File: src/hdl/fbc_pkg.sv
package fbc_pkg;
   // bus widths of the flash pin side
   localparam int FBC_AW = 21;
   localparam int FBC_DW = 16;
   // timing figures in ns
   localparam int FBC_CLK_NS = 40;
   localparam int FBC_ACC_NS = 90;
   localparam int FBC_SLEEP_EXTRA_NS = 30;
   localparam int FBC_WE_NS = 35;
   localparam int FBC_RP_NS = 500;
   localparam int FBC_RH_NS = 50;
   localparam int FBC_READY_NS = 20000;
   // cycle counts: least times round up
   localparam int FBC_ACC_CYC = (FBC_ACC_NS + FBC_CLK_NS - 1) / FBC_CLK_NS;
   localparam int FBC_WE_CYC = (FBC_WE_NS + FBC_CLK_NS - 1) / FBC_CLK_NS;
   localparam int FBC_RP_CYC = (FBC_RP_NS + FBC_CLK_NS - 1) / FBC_CLK_NS;
   localparam int FBC_RH_CYC = (FBC_RH_NS + FBC_CLK_NS - 1) / FBC_CLK_NS;
   localparam int FBC_READY_CYC = (FBC_READY_NS + FBC_CLK_NS - 1) / FBC_CLK_NS;
   localparam int FBC_SLEEP_CYC =
      (FBC_ACC_NS + FBC_SLEEP_EXTRA_NS + FBC_CLK_NS - 1) / FBC_CLK_NS;
   localparam int FBC_CW = 16;
   // register map of the controller
   localparam logic [3:0] FBC_REG_ADDR = 4'h0;
   localparam logic [3:0] FBC_REG_WDATA = 4'h1;
   localparam logic [3:0] FBC_REG_CMD = 4'h2;
   localparam logic [3:0] FBC_REG_STAT = 4'h3;
   localparam logic [3:0] FBC_REG_RDATA = 4'h4;
   localparam logic [3:0] FBC_REG_CFG = 4'h5;
   // command codes written to FBC_REG_CMD
   localparam logic [1:0] FBC_CMD_READ = 2'h1;
   localparam logic [1:0] FBC_CMD_WRITE = 2'h2;
   localparam logic [1:0] FBC_CMD_RESET = 2'h3;
   // cfg bits
   localparam int FBC_CFG_WORD = 0;
   localparam int FBC_CFG_BOOST = 1;
   // stat bits
   localparam int FBC_ST_BUSY = 0;
   localparam int FBC_ST_READY = 1;
   localparam int FBC_ST_WORD = 2;
   localparam int FBC_ST_BOOST = 3;

   typedef enum logic [2:0] {
      FBC_IDLE = 3'b000,
      FBC_RD = 3'b001,
      FBC_WR = 3'b010,
      FBC_RST = 3'b011,
      FBC_REC = 3'b100
   } fbc_state_e;

   typedef struct packed {
      logic [3:0] addr;
      logic [31:0] wdata;
      logic wr;
      logic rd;
   } fbc_req_s;

   typedef struct packed {
      logic sel_n;
      logic gate_n;
      logic wstb_n;
      logic word_sel;
      logic reset_n;
      logic boost_hv;
      logic boost_high;
   } fbc_ctl_s;
endpackage

File: src/hdl/fbc_ctrl.sv
`timescale 1ns/1ps
`default_nettype none
module fbc_ctrl
   import fbc_pkg::*;
#(
   parameter int ACC_CYC = FBC_ACC_CYC,
   parameter int WE_CYC = FBC_WE_CYC,
   parameter int RP_CYC = FBC_RP_CYC,
   parameter int RH_CYC = FBC_RH_CYC,
   parameter int READY_CYC = FBC_READY_CYC
) (
   // clock and reset
   input wire logic clk,
   input wire logic rst,
   // software port
   input wire logic [3:0] sw_addr,
   input wire logic [31:0] sw_wdata,
   input wire logic sw_wr,
   input wire logic sw_rd,
   output logic [31:0] sw_rdata,
   // flash control pins
   output fbc_ctl_s ctl,
   output logic [FBC_AW-1:0] flash_addr,
   // flash data pins, oe low drives
   input wire logic [FBC_DW-1:0] dq_in,
   output logic [FBC_DW-1:0] dq_out,
   output logic dq_oe_n,
   // busy pin from the device
   input wire logic op_done_pin
);
   fbc_state_e state_reg;
   logic [FBC_CW-1:0] cnt_reg;
   logic [FBC_AW-1:0] addr_reg;
   logic [FBC_DW-1:0] wdata_reg;
   logic [FBC_DW-1:0] rdata_reg;
   logic [1:0] cfg_reg;
   logic [2:0] done_sync_reg;
   logic ready_reg;
   logic interrupted_reg;
   fbc_req_s req;

   assign req = '{addr: sw_addr, wdata: sw_wdata, wr: sw_wr, rd: sw_rd};

   ////////////////////////////////////////////////////////////////////
   // busy pin: three stages, change accepted when last two agree
   always_ff @(posedge clk) begin
      if (rst) begin
         done_sync_reg <= 3'h7;
      end else begin
         done_sync_reg <= {done_sync_reg[1:0], op_done_pin};
      end
   end

   always_ff @(posedge clk) begin
      if (rst) begin
         ready_reg <= 1'b1;
      end else if (done_sync_reg[2] == done_sync_reg[1]) begin
         ready_reg <= done_sync_reg[2];
      end
   end

   ////////////////////////////////////////////////////////////////////
   // configuration; boost high voltage only while a write is underway
   always_ff @(posedge clk) begin
      if (rst) begin
         cfg_reg <= 2'h1;
      end else if (req.wr && req.addr == FBC_REG_CFG) begin
         cfg_reg <= req.wdata[1:0];
      end
   end

   always_ff @(posedge clk) begin
      if (rst) begin
         addr_reg <= '0;
         wdata_reg <= '0;
      end else if (req.wr && req.addr == FBC_REG_ADDR) begin
         addr_reg <= req.wdata[FBC_AW-1:0];
      end else if (req.wr && req.addr == FBC_REG_WDATA) begin
         wdata_reg <= req.wdata[FBC_DW-1:0];
      end
   end

   ////////////////////////////////////////////////////////////////////
   // bus cycle sequencer; one flash cycle per command
   always_ff @(posedge clk) begin
      if (rst) begin
         state_reg <= FBC_RST;
         cnt_reg <= FBC_CW'(RP_CYC);
         interrupted_reg <= 1'b0;
      end else begin
         case (state_reg)
            FBC_IDLE: begin
               if (req.wr && req.addr == FBC_REG_CMD) begin
                  if (req.wdata[1:0] == FBC_CMD_READ) begin
                     state_reg <= FBC_RD;
                     cnt_reg <= FBC_CW'(ACC_CYC);
                  end else if (req.wdata[1:0] == FBC_CMD_WRITE) begin
                     state_reg <= FBC_WR;
                     // extra cycle keeps select and data past the strobe's rise
                     cnt_reg <= FBC_CW'(WE_CYC) + FBC_CW'(1);
                  end else if (req.wdata[1:0] == FBC_CMD_RESET) begin
                     state_reg <= FBC_RST;
                     cnt_reg <= FBC_CW'(RP_CYC);
                     interrupted_reg <= !ready_reg;
                  end
               end
            end
            FBC_RD, FBC_WR: begin
               if (cnt_reg <= FBC_CW'(1)) begin
                  state_reg <= FBC_IDLE;
               end else begin
                  cnt_reg <= cnt_reg - FBC_CW'(1);
               end
            end
            FBC_RST: begin
               if (cnt_reg <= FBC_CW'(1)) begin
                  state_reg <= FBC_REC;
                  cnt_reg <= FBC_CW'(RH_CYC);
               end else begin
                  cnt_reg <= cnt_reg - FBC_CW'(1);
               end
            end
            default: begin
               // wait out reset recovery delay and busy low
               if (cnt_reg <= FBC_CW'(1) && ready_reg) begin
                  state_reg <= FBC_IDLE;
               end else if (cnt_reg > FBC_CW'(1)) begin
                  cnt_reg <= cnt_reg - FBC_CW'(1);
               end
            end
         endcase
      end
   end

   ////////////////////////////////////////////////////////////////////
   // pins, all registered
   always_ff @(posedge clk) begin
      if (rst) begin
         ctl <= '{sel_n: 1'b1, gate_n: 1'b1, wstb_n: 1'b1, word_sel: 1'b1,
                  reset_n: 1'b0, boost_hv: 1'b0, boost_high: 1'b1};
         flash_addr <= '0;
         dq_out <= '0;
         dq_oe_n <= 1'b1;
      end else begin
         ctl.word_sel <= cfg_reg[FBC_CFG_WORD];
         ctl.boost_high <= 1'b1;
         ctl.reset_n <= (state_reg != FBC_RST);
         ctl.sel_n <= !(state_reg == FBC_RD || state_reg == FBC_WR);
         ctl.gate_n <= (state_reg != FBC_RD);
         ctl.wstb_n <= !(state_reg == FBC_WR && cnt_reg > FBC_CW'(1));
         ctl.boost_hv <= cfg_reg[FBC_CFG_BOOST] && state_reg == FBC_WR;
         // byte mode: top lane carries the low address bit
         flash_addr <= addr_reg;
         dq_out <= cfg_reg[FBC_CFG_WORD] ? wdata_reg : {addr_reg[0], 7'h00, wdata_reg[7:0]};
         dq_oe_n <= !(state_reg == FBC_WR || !cfg_reg[FBC_CFG_WORD]);
      end
   end

   // sample while the gate is still low, pins then low for ACC_CYC cycles
   always_ff @(posedge clk) begin
      if (rst) begin
         rdata_reg <= '0;
      end else if (state_reg != FBC_RD && !ctl.gate_n) begin
         rdata_reg <= cfg_reg[FBC_CFG_WORD] ? dq_in : {8'h00, dq_in[7:0]};
      end
   end

   ////////////////////////////////////////////////////////////////////
   // read port, data one cycle after strobe
   always_ff @(posedge clk) begin
      if (rst) begin
         sw_rdata <= '0;
      end else if (req.rd) begin
         if (req.addr == FBC_REG_ADDR) begin
            sw_rdata <= 32'(addr_reg);
         end else if (req.addr == FBC_REG_WDATA) begin
            sw_rdata <= 32'(wdata_reg);
         end else if (req.addr == FBC_REG_STAT) begin
            sw_rdata <= {27'h0, interrupted_reg, cfg_reg[FBC_CFG_BOOST],
                         cfg_reg[FBC_CFG_WORD], ready_reg, state_reg != FBC_IDLE};
         end else if (req.addr == FBC_REG_RDATA) begin
            sw_rdata <= 32'(rdata_reg);
         end else if (req.addr == FBC_REG_CFG) begin
            sw_rdata <= 32'(cfg_reg);
         end else begin
            sw_rdata <= 32'h00000000;
         end
      end
   end
endmodule
`default_nettype wire

File: config.mk
export PLATFORM = sky130hd
export DESIGN_NAME = fbc_ctrl
export DESIGN_NICKNAME = d
export VERILOG_FILES = /design/src/hdl/fbc_pkg.sv /design/src/hdl/fbc_ctrl.sv
export SDC_FILE = /design/constraint.sdc
export NUM_CORES = 1
export LEC_CHECK = 0
export BUFFER_PORTS_ARGS = -buffer_cell sky130_fd_sc_hd__buf_2
export CORE_MARGIN = 2
export CORE_UTILIZATION = 50
export CTS_CLUSTER_SIZE = 14
export DETAILED_ROUTE_END_ITERATION = 16
export PLACE_DENSITY_LB_ADDON = 0.15
export REMOVE_ABC_BUFFERS = 1
export SETUP_SLACK_MARGIN = 0.4
export SLEW_MARGIN = 20
export SYNTH_ARGS = -nofsm -noshare
export SYNTH_HDL_FRONTEND = slang
export SYNTH_SLANG_ARGS = --single-unit
File: constraint.sdc
create_clock -name clk -period 2.24 [get_ports clk]
set_input_delay 0.336 -clock clk [delete_from_list [all_inputs] [get_ports clk]]
set_output_delay 0.336 -clock clk [all_outputs]
set_load 0.01 [all_outputs]
; After elaboration in Yosys (flattened, before gate mapping)
; Cells that the tools add are included.
; Widths: inputs -> output; s select.
[totals]
output_inout_bits = 77
ff_bits = 156
elab_cells = 99
input_bits = 57
[op_classes]
eq_ne = 20
bitwise = 4
add_sub_neg = 1
n_mux = 24
n_reduce_logical = 27
order_cmp = 2
[ops]
columns = operator, count
row1 = $mux 16, 13
row2 = $pmux 16 s3, 1
row3 = $mux 21, 1
row4 = $mux 3, 7
row5 = $gt 16x1->1 const B, 1
row6 = $le 16x1->1 const B, 1
row7 = $sub 16x1->16 const B, 1
row8 = $reduce_and 5->1, 3
row9 = $pmux 3 s3, 1
row10 = $eq 4x2->1 const B, 2
row11 = $eq 4x3->1 const B, 2
row12 = $logic_and 1x1->1, 8
row13 = $ne 2x2->1 const B, 4
row14 = $reduce_bool 4->1, 2
row15 = $eq 3x2->1 const B, 2
row16 = $logic_not 1->1, 6
row17 = $eq 2x2->1 const B, 2
row18 = $eq 4x1->1 const B, 1
row19 = $logic_not 4->1, 1
row20 = $ne 4x1->1 const B, 1
row21 = $ne 4x4->1 const B, 1
row22 = $not 1->1, 4
row23 = $reduce_or 2->1, 2
row24 = $eq 3x1->1 const B, 1
row25 = other kinds (9), 10

; Depth between registers and ports, before layout
; Gate-level depths: netlist of run 1.
[depth]
ltp_word = 6
mapped_depth = 8
mapped_depth_nobuf = 7

; Worst setup path after synthesis of run 1
; OpenSTA, ideal clock, no wires.
[synth_timing]
kind = register -> register
start = reg cnt_reg[8]
end = reg cnt_reg[0]
setup_slack_ps = 321
t_arrival_ps = 1790
stages_incl_launch_ff = 6
path_buffers = 0
setup_time_ps = 129
path_cell_list = dfxtp_1 nor4_2 nand4b_4 o41a_1 a2111oi_2 a31oi_1
[synth_between]
elab_chain_len = 4
word_cells_on_any_way = 9
cone_classes = order compare: 2 / eq/ne: 2 / mux: 2 / reduce/logical: 3
[synth_rtl]
columns = element, line_no
row1 = start: declaration, fbc_ctrl.sv:32  ; logic [FBC_CW-1:0] cnt_reg;
row2 = start signal: assignment, fbc_ctrl.sv:88  ; cnt_reg <= FBC_CW'(RP_CYC);
row3 = start signal: assignment, fbc_ctrl.sv:96  ; cnt_reg <= FBC_CW'(ACC_CYC);
row4 = start signal: assignment, fbc_ctrl.sv:100  ; cnt_reg <= FBC_CW'(WE_CYC) + FBC_CW'(1);
row5 = $le 16x1->1, "fbc_ctrl.sv:109, fbc_ctrl.sv:116, fbc_ctrl.sv:125"
row6 = $logic_and 1x1->1, fbc_ctrl.sv:125  ; if (cnt_reg <= FBC_CW'(1) && ready_reg) begin
row7 = $ne 4x1->1 (no line), -
row8 = $reduce_and 5->1 (no line), -
; Parallel ways exist; a longest one is shown, timed or not.
; A chain may end at the register's enable or synchronous reset.

; Final worst setup path of run 1
[layout_timing]
start = reg cnt_reg[5]
end = reg cnt_reg[12]
[layout_between]
elab_chain_len = 4
word_cells_on_any_way = 13
cone_classes = add/sub: 1 / order compare: 2 / eq/ne: 2 / mux: 5 / reduce/logical: 3
[layout_rtl]
columns = element, line_no
row1 = $sub 16x1->16 or $le 16x1->1 (tied branches), -
row2 = $mux 16 or $logic_and 1x1->1 (tied branches), "fbc_ctrl.sv:127, fbc_ctrl.sv:125"
row3 = $mux 16 or $ne 4x1->1 (tied branches), -
row4 = $pmux 16 s3 or $reduce_and 5->1 (tied branches), -
; Parallel ways exist; a longest one is shown, timed or not. The select of a mux whose other input is x is not followed.

==> results.cfg, run 1 <==
[status]
status = completed

[power_and_ir_drop]
pwr-share-seq_pct = 47.6
finalPower_mw = 5.58
irDropWorstVdd_uv = 810
p_leak_nw = 2.91
internal_power_mw = 4.31
combPwrFrac_pct = 7.0
power.density_nw_per_um2 = 776
swShare_pct = 22.7
switching_power_mw = 1.27
power.clock.fraction_pct = 45.4

[floorplanning]
dieArea_sq_um = 12100
initial_core_util_pct = 51.7
row_count = 38
core_sq_um = 10900
io_pins = 134
die_h_um = 110
fp.dieW_um = 110

[layout]
nNetsFinal = 834
final_cell_mix = 135 x dfxtp_1, 122 x nand2_1, 109 x buf_2, 71 x a21oi_1, 45 x nor2_1
stdcell_area_sq_um = 7190
mostFrequentLayoutCell = dfxtp_1
area_growth_pct = 27.8
num_antenna_cells = 0
drive_gt1_share_pct = 29.3

[routing]
firstDrtPassIters = 5
vias = 4948
drtIter0Drc = 273
avgRoutedWirePerCell_um = 15.5
vias_per_cell = 5.35
drc_errors = 0
wirelength_um = 14300
ant_nets = 0

[synth]
synth_edf_count = 0
ys_ff_latch = 144
ys_seq_area_share_pct = 51.2
yosys_warnings = 0
syn-mean-instance-area_sq_um = 8.74
syn_inst = 644
ys_types = 54
ys.flop_type = dfxtp_1
async_reset_ff_share_pct = 0
syn_area_sq_um = 5630

[placed_design]
portBuffers = 110
globalplace.congestion = 0.821
placed_cell_area_sq_um = 6360
hpwlAfterDp_um = 9280
post-place-ws_ns = 0.132

[clock_network]
clock_latency_ns = 0.53
cts-htree-levels = 4
numCtsBuffers = 17
cts_tree = yes
cts.sinks = 144
root_buffer = clkbuf_8
clkTransAtPathRegs_ns = 0.06
cts_buffer_depth = 2

[timing]
finClkSkew_ns = 0.00721
rsz0062_at_grt = yes
fin_crit_ns = 1.89
tightest_slew_ns = 0.748
max_freq_mhz = 528
slew_headroom_pct = 50.1
drv_slew = 0
fin_crit_sh_pct = 84.6
hold_viol = 0
setup_viol = 0
timing.final.ws_setup_ns = 0.346

[global_route]
grt_pass1_vias = 4624
overflow = 0
grt_max_degree = 42
antenna_found_initial = 0
grt_pass1_wl_um = 22200
track_usage_pct = 23.9

[critical_path]
worstPathArrival_ns = 2.36
critPathKind = flip-flop to flip-flop
cp_data_required_time_ns = 2.70
endpoint_kind = flip-flop
worstSetupStartpointType = flip-flop
path_max_fanout = 7

[run]
maxCapViolCount = 0

[hold_path]
hold_path.class = primary input to flip-flop
[power groups by stage]
| stage | logic, mW | registers, mW | clock network (mW) |
|---|---|---|---|
| 2_1_floorplan | 0.144 | 2.70 | 0 |
| 3_3_place_gp | 0.334 | 2.70 | 0 |
| 3_5_place_dp | 0.340 | 2.70 | 0 |
| 4_1_cts | 0.368 | 2.65 | 2.57 |
| 5_1_grt | 0.427 | 2.66 | 2.70 |
| 6_report | 0.392 | 2.65 | 2.53 |
[routing by layer]
layer,up-vias,track usage [%],share of wire [%]
met1,2321,29.9,44
met2,153,38.8,48
met3,20,6.64,6.2
li1,2454,-,-
met5,-,0,0
met4,0,9.86,1.9
[critical path, stage by stage (launching register included)]
cell and delay (ns):
dfxtp_4 0.35, nor4_4 0.34, buf_4 0.17, buf_4 0.12, nand2_4 0.07, or3_1 0.32
or3_1 0.32, a21oi_1 0.13
[stage by stage]
stage	hold WS, ns	std cells	setup TNS [ns]	util (%)
final	0.0415	924	0	66.0
after global routing	0.0324	924	0	66.0
after CTS	0.0225	919	0	65.0
after detailed placement	0.396	878	0	58.4
after global placement	0.395	878	0	58.4
after floorplan	0.389	601	-26.69	-
[final timing paths]
kind	slack [ns]	depth (start not counted)	from	endpoint
min	0.04	3	sw_wdata[19]	addr_reg[19]
max reg2reg	0.35	7	cnt_reg[5]	cnt_reg[12]
max	0.35	7	cnt_reg[5]	cnt_reg[12]
min reg2reg	0.41	1	done_sync_reg[0]	done_sync_reg[1]
[cell families after synthesis]
| logic type | share of synthesized area [%] |
|---|---|
| AO/OA/AOI/OAI | 16.5 |
| XOR/XNOR | 0.311 |
| adder cells (fa/ha/maj) | 1.11 |
| buffers and inverters | 5.34 |
| flip-flops | 51.2 |
| multiplexers | 1.27 |
| other | 0.133 |
| AND/OR/NAND/NOR | 24.1 |
[cells in the mapped netlist, drive strengths merged, types with 2 or more instances]
library cell | instances | area [sq um]
a211oi | 3 | 22.5
inv | 8 | 30.0
nand2 | 124 | 465
o21ai | 10 | 57.6
xor2 | 2 | 17.5
a2bb2oi | 2 | 17.5
nor3 | 6 | 30.0
or3 | 8 | 51.3
o211ai | 3 | 22.5
nor3b | 2 | 15.0
buf | 26 | 168
dfxtp | 144 | 2880
nor2 | 46 | 180
clkbuf | 27 | 103
ha | 5 | 62.6
a311oi | 11 | 96.3
nor2b | 33 | 206
a221oi | 4 | 35.0
nand3b | 2 | 15.0
and2 | 10 | 62.6
nand4 | 2 | 12.5
nand3 | 15 | 75.1
or2 | 7 | 43.8
o221ai | 2 | 17.5
a21oi | 76 | 380
mux2i | 6 | 60.1
a31oi | 2 | 12.5
o31ai | 7 | 52.6
a21o | 2 | 15.0
nor4 | 5 | 52.6
nand2b | 6 | 37.5
or4 | 8 | 60.1
o311a | 2 | 20.0
conb | 2 | 7.51
a22oi | 15 | 113
[layout make-up]
type / count / area, sq um
fillers: 894 / 3700
flip-flops and latches: 144 / 2900
multi-input cells: 449 / 2640
repair buffers: 152 / 911
clock buffers: 24 / 470
well taps: 140 / 175
clock inverters: 7 / 60.1
inverters: 8 / 30.0
[what timing repair did]
item                                    in CTS  in global routing
endpoints found under the setup margin      18                 19
endpoints found under the hold margin        1                  0
hold buffers                                 1                  0
pin swaps                                    8                  5
gates resized for setup                     27                 21
buffers inserted                             9                  4
cloned                                       0                  1
(Power assumes the default switching activity.)
==> run 2: changes to the inputs <==
--- a/config.mk
+++ b/config.mk
@@ -7,7 +7,7 @@
 export LEC_CHECK = 0
 export BUFFER_PORTS_ARGS = -buffer_cell sky130_fd_sc_hd__buf_2
 export CORE_MARGIN = 2
-export CORE_UTILIZATION = 50
+export CORE_UTILIZATION = 48
 export CTS_CLUSTER_SIZE = 14
 export DETAILED_ROUTE_END_ITERATION = 16
 export PLACE_DENSITY_LB_ADDON = 0.15
==> constraint.sdc (replaced) <==
create_clock -name clk -period 1.54 [get_ports clk]
set_input_delay 0.231 -clock clk [delete_from_list [all_inputs] [get_ports clk]]
set_output_delay 0.231 -clock clk [all_outputs]
set_load 0.01 [all_outputs]
==> run 2 against run 1 <==
The flow now finishes with violations (setup timing); clock skew shrank 0.0016 ns; final area up 14%; final cell count up 6.5%; fmax rose by 1.0%; worst setup slack worse by 0.68 ns; non-clock buffer count rose by 56; clock power increased by 53%; combinational power grew 90%; critical path type unchanged; highest routed layer unchanged.
==> results.cfg, run 2 (synthesized netlist as in run 1, its figures left out) <==
[power_and_ir_drop]
switching_power_mw = 2.05
p_leak_nw = 3.36
pwr-share-seq_pct = 45.5
power.clock.fraction_pct = 45.7
swShare_pct = 24.2
finalPower_mw = 8.46
irDropWorstVdd_uv = 1140
combPwrFrac_pct = 8.8
internal_power_mw = 6.41
power.density_nw_per_um2 = 1030

[critical_path]
cp_top_family = compound AO/OA/AOI/OAI gates
worstRegToRegCells = 7
path_max_fanout = 12
max_stage_delay_ns = 0.43
cp_slowest_cell = o41a_1
cp_data_required_time_ns = 1.84
worstPathArrival_ns = 2.18
crit_buf_inv = 2
worstSetupStartpointType = flip-flop
endpoint_kind = flip-flop
critPathKind = flip-flop to flip-flop
worstPathCellList = nor4_2, buf_4, nand4b_4, o41a_1, o21ai_2, buf_12, a21oi_1
path_depth = 7

[run]
maxCapViolCount = 0

[routing]
ant_nets = 0
wirelength_um = 16000
vias = 5316
drc_errors = 0
avgRoutedWirePerCell_um = 16.3
vias_per_cell = 5.40
drtIter0Drc = 360
firstDrtPassIters = 5

[clock_network]
cts-htree-levels = 4
cts_tree = yes
clkTransAtPathRegs_ns = 0.06
cts.sinks = 144
clock_latency_ns = 0.42
numCtsBuffers = 17
cts_buffer_depth = 2
root_buffer = clkbuf_16

[layout]
num_antenna_cells = 0
stdcell_area_sq_um = 8220
final_cell_mix = 113 x dfxtp_1, 104 x buf_2, 102 x nand2_1, 69 x buf_4, 55 x a21oi_1
nNetsFinal = 890
area_growth_pct = 46.1
mostFrequentLayoutCell = dfxtp_1
drive_gt1_share_pct = 44.2

[timing]
fin_crit_ns = 1.88
hold_viol = 0
drv_slew = 0
finClkSkew_ns = 0.00563
final.setup.tns_ns = -5.23
max_freq_mhz = 533
fin_crit_sh_pct = 122
setup_viol = 19
holdWs_ns = 0.0484
timing.final.ws_setup_ns = -0.336
rsz0062_at_grt = yes

[placed_design]
globalplace.congestion = 0.880
post-place-ws_ns = -0.437
placed_cell_area_sq_um = 6890
portBuffers = 110
hpwlAfterDp_um = 10400

[global_route]
track_usage_pct = 25.1
antenna_found_initial = 0
grt_max_degree = 45
grt_pass1_vias = 5209
overflow = 0
grt_pass1_wl_um = 25500

[floorplanning]
initial_core_util_pct = 49.3
row_count = 39
fp.dieW_um = 112
io_pins = 134
die_h_um = 112
dieArea_sq_um = 12600
core_sq_um = 11400

[hold_path]
hold_path.class = primary input to flip-flop
min_path_cells = 3

[status]
failed_checks = setup timing
status = complete, but fails checks
==> run 2: area by class of cell <==
cell class / count / area, sq um
Fill cell: 828 / 3200
Multi-Input combinational cell: 449 / 2970
Sequential cell: 144 / 2920
Timing Repair Buffer: 208 / 1560
Clock buffer: 20 / 447
Tap cell: 143 / 179
Clock inverter: 12 / 111
Inverter: 8 / 30.0
==> run 2: final timing paths <==
| check | start | to | slack [ns] |
|---|---|---|---|
| max reg2reg | cnt_reg[8] | cnt_reg[14] | -0.34 |
| min reg2reg | done_sync_reg[0] | done_sync_reg[1] | 0.42 |
| min | dq_in[3] | rdata_reg[3] | 0.05 |
| max | cnt_reg[8] | cnt_reg[14] | -0.34 |
==> run 2: through the flow <==
stage               utilization, %  instances
floorplan                        -        601
global placement              60.4        938
detailed placement            60.4        938
CTS                           68.8        978
global route                  72.0        984
finish                        72.0        984
==> run 2: power groups by stage <==
stage	registers (mW)	logic, mW	clock network, mW
final	3.85	0.746	3.87
after detailed placement	3.91	0.614	0
after global placement	3.91	0.604	0
after CTS	3.84	0.681	3.91
after global routing	3.86	0.808	4.08
after floorplan	3.93	0.209	0
==> run 2: worst register-to-register path: stages, from the launching register on <==
cell	delay, ns
dfxtp_2	0.33
nor4_2	0.25
buf_4	0.17
nand4b_4	0.14
o41a_1	0.43
o21ai_2	0.22
buf_12	0.16
a21oi_1	0.05
==> run 2: metal layers <==
| metal | vias to the layer above | wire [um] | GRT usage (%) |
|---|---|---|---|
| li1 | 2562 | - | - |
| met5 | - | 0 | 0 |
| met4 | 0 | 346 | 8.46 |
| met3 | 33 | 908 | 6.16 |
| met1 | 2543 | 6990 | 33.5 |
| met2 | 178 | 7770 | 40.2 |
==> run 2: timing repair <==
item | in CTS | in global routing
endpoints found under the setup margin | 105 | 100
endpoints found under the hold margin | 1 | 0
pin swaps | 18 | 31
cloned | 2 | 1
hold buffers | 1 | 0
resized for setup | 96 | 80
setup buffers | 5 | 5
==> run 3: changes to the inputs <==
--- a/config.mk
+++ b/config.mk
@@ -6,6 +6,7 @@
 export NUM_CORES = 1
 export LEC_CHECK = 0
 export BUFFER_PORTS_ARGS = -buffer_cell sky130_fd_sc_hd__buf_2
+export CORE_ASPECT_RATIO = 2
 export CORE_MARGIN = 2
 export CORE_UTILIZATION = 48
 export CTS_CLUSTER_SIZE = 14
==> run 3 against run 2 <==
The flow still finishes with violations (setup timing); critical path type unchanged; first-iteration DRC count down 15%; via count increased by 10%; final cell count rose by 2.7%; largest cell class unchanged.
==> results.cfg, run 3 (synthesized netlist as in run 1, its figures left out) <==
[global_route]
grt_max_degree = 43
grt_pass1_wl_um = 25800
overflow = 0
track_usage_pct = 26.3
grt_pass1_vias = 5216
antenna_found_initial = 0

[layout]
fin_util_pct = 80.2
multiInputGateArea_sq_um = 3590
final_cell_mix = 121 x dfxtp_1, 103 x buf_2, 69 x buf_4, 56 x a21oi_2
n_fill_cell = 657
instances_no_fill = 1011
mostFrequentLayoutCell = dfxtp_1
num_antenna_cells = 0
area_growth_pct = 64.8
register_area_sq_um = 2920
nNetsFinal = 915
drive_gt1_share_pct = 56.8

[routing]
vias_per_cell = 5.79
firstDrtPassIters = 5
drc_errors = 0
vias = 5856
wirelength_um = 20700
avgRoutedWirePerCell_um = 20.5
drtIter0Drc = 307
ant_nets = 0

[critical_path]
critPathKind = flip-flop to flip-flop
worstSetupStartpointType = flip-flop
worstPathArrival_ns = 2.26
endpoint_kind = flip-flop
max_stage_delay_ns = 0.54
worstPathCellList = nor3_4, o21ai_2, o41a_1, o21ai_4, buf_6, buf_16, a21oi_2
cp_slowest_cell = o41a_1
path_max_fanout = 6
cp_data_required_time_ns = 1.83

[clock_network]
cts-htree-levels = 4
cts_tree = yes
root_buffer = clkbuf_16
clock_latency_ns = 0.42
numCtsBuffers = 17
cts_buffer_depth = 2
cts.sinks = 144
clkTransAtPathRegs_ns = 0.06

[timing]
rsz0062_at_grt = yes
setup_viol = 20
max_freq_mhz = 509
timing.final.ws_setup_ns = -0.425
fin_crit_sh_pct = 128
drv_slew = 0
holdWs_ns = 0.0567
hold_viol = 0
fin_crit_ns = 1.97
finClkSkew_ns = 0.00758

[floorplanning]
io_pins = 134
core_sq_um = 11600
dieArea_sq_um = 12700
die_h_um = 157
fp.dieW_um = 80.6
initial_core_util_pct = 48.7
row_count = 56

[hold_path]
hold_path.class = primary input to flip-flop

[placed_design]
dp.cells = 939
globalplace.congestion = 0.864
hpwlAfterDp_um = 10000
portBuffers = 110

[status]
failed_checks = setup timing
status = complete, but fails checks

[power_and_ir_drop]
power.density_nw_per_um2 = 986
finalPower_mw = 9.15
p_leak_nw = 3.90
irDropWorstVdd_uv = 1010

[run]
maxCapViolCount = 0
## run 3: cell types whose count changed in the layout (fill, tap and decap cells not counted), moves of 5 or more
cell,change
nand3_1,-5
dfxtp_1,+8
nand2_4,+35
nand2_2,+16
nand2_1,-52
a21oi_2,+35
buf_6,+16
a21oi_1,-35
nor2_1,-5
dfxtp_2,-12
## run 3: final timing paths
| kind | from | to | slack, ns | cells after the start |
|---|---|---|---|---|
| min | dq_in[6] | rdata_reg[6] | 0.06 | 3 |
| max | cnt_reg[15] | cnt_reg[14] | -0.43 | 7 |
| max reg2reg | cnt_reg[15] | cnt_reg[14] | -0.43 | 7 |
| min reg2reg | done_sync_reg[0] | done_sync_reg[1] | 0.41 | 1 |
## run 3: repair_timing
item	CTS	global route
setup endpoints to repair	97	113
setup buffers	20	10
pin swaps	70	79
hold buffers	1	0
gates resized for setup	121	239
endpoints found under the hold margin	1	0
gates cloned	4	5
## run 3: metal layers
| metal | global-route usage [%] | part of all wire [%] | up-vias |
|---|---|---|---|
| met5 | 0 | 0 | - |
| met4 | 9.20 | 5.3 | 0 |
| met3 | 5.91 | 6.7 | 84 |
| met2 | 44.6 | 50 | 297 |
| met1 | 32.2 | 38 | 2846 |
| li1 | - | - | 2629 |
## run 3: per-stage QoR
step | worst slack (ns) | cell area [sq um] | setup TNS [ns]
floorplan | -1.57 | 5390 | -59.53
global route | -0.471 | 9280 | -8.42
detailed placement | -0.427 | 6850 | -15.29
global placement | -0.358 | 6850 | -12.99
finish | -0.425 | 9280 | -7.33
CTS | -0.329 | 8170 | -5.38
## run 3: final cells by class
| cell class | count | area share (%) |
|---|---|---|
| timing repair buffer | 232 | 20.8 |
| sequential | 144 | 31.5 |
| clock buffer | 18 | 4.63 |
| clock inverter | 14 | 2.06 |
| inverter | 8 | 0.324 |
| tap | 145 | 1.96 |
| multi-input combinational | 450 | 38.7 |
## run 3: power breakdown
part,internal (mW),total [mW],switching (mW),leakage [nW]
combinational,0.414,0.937,0.523,2.43
sequential,3.79,3.84,0.0518,1.17
clock,2.61,4.37,1.76,0.299
## run 3: critical path, delay by kind of cell, from the launching register on
family	cells	cell delay, ns
buffers and inverters	2	0.26
DFF	1	0.33
and+or+nand+nor	1	0.30
AOI/OAI and AO/OA	4	0.94
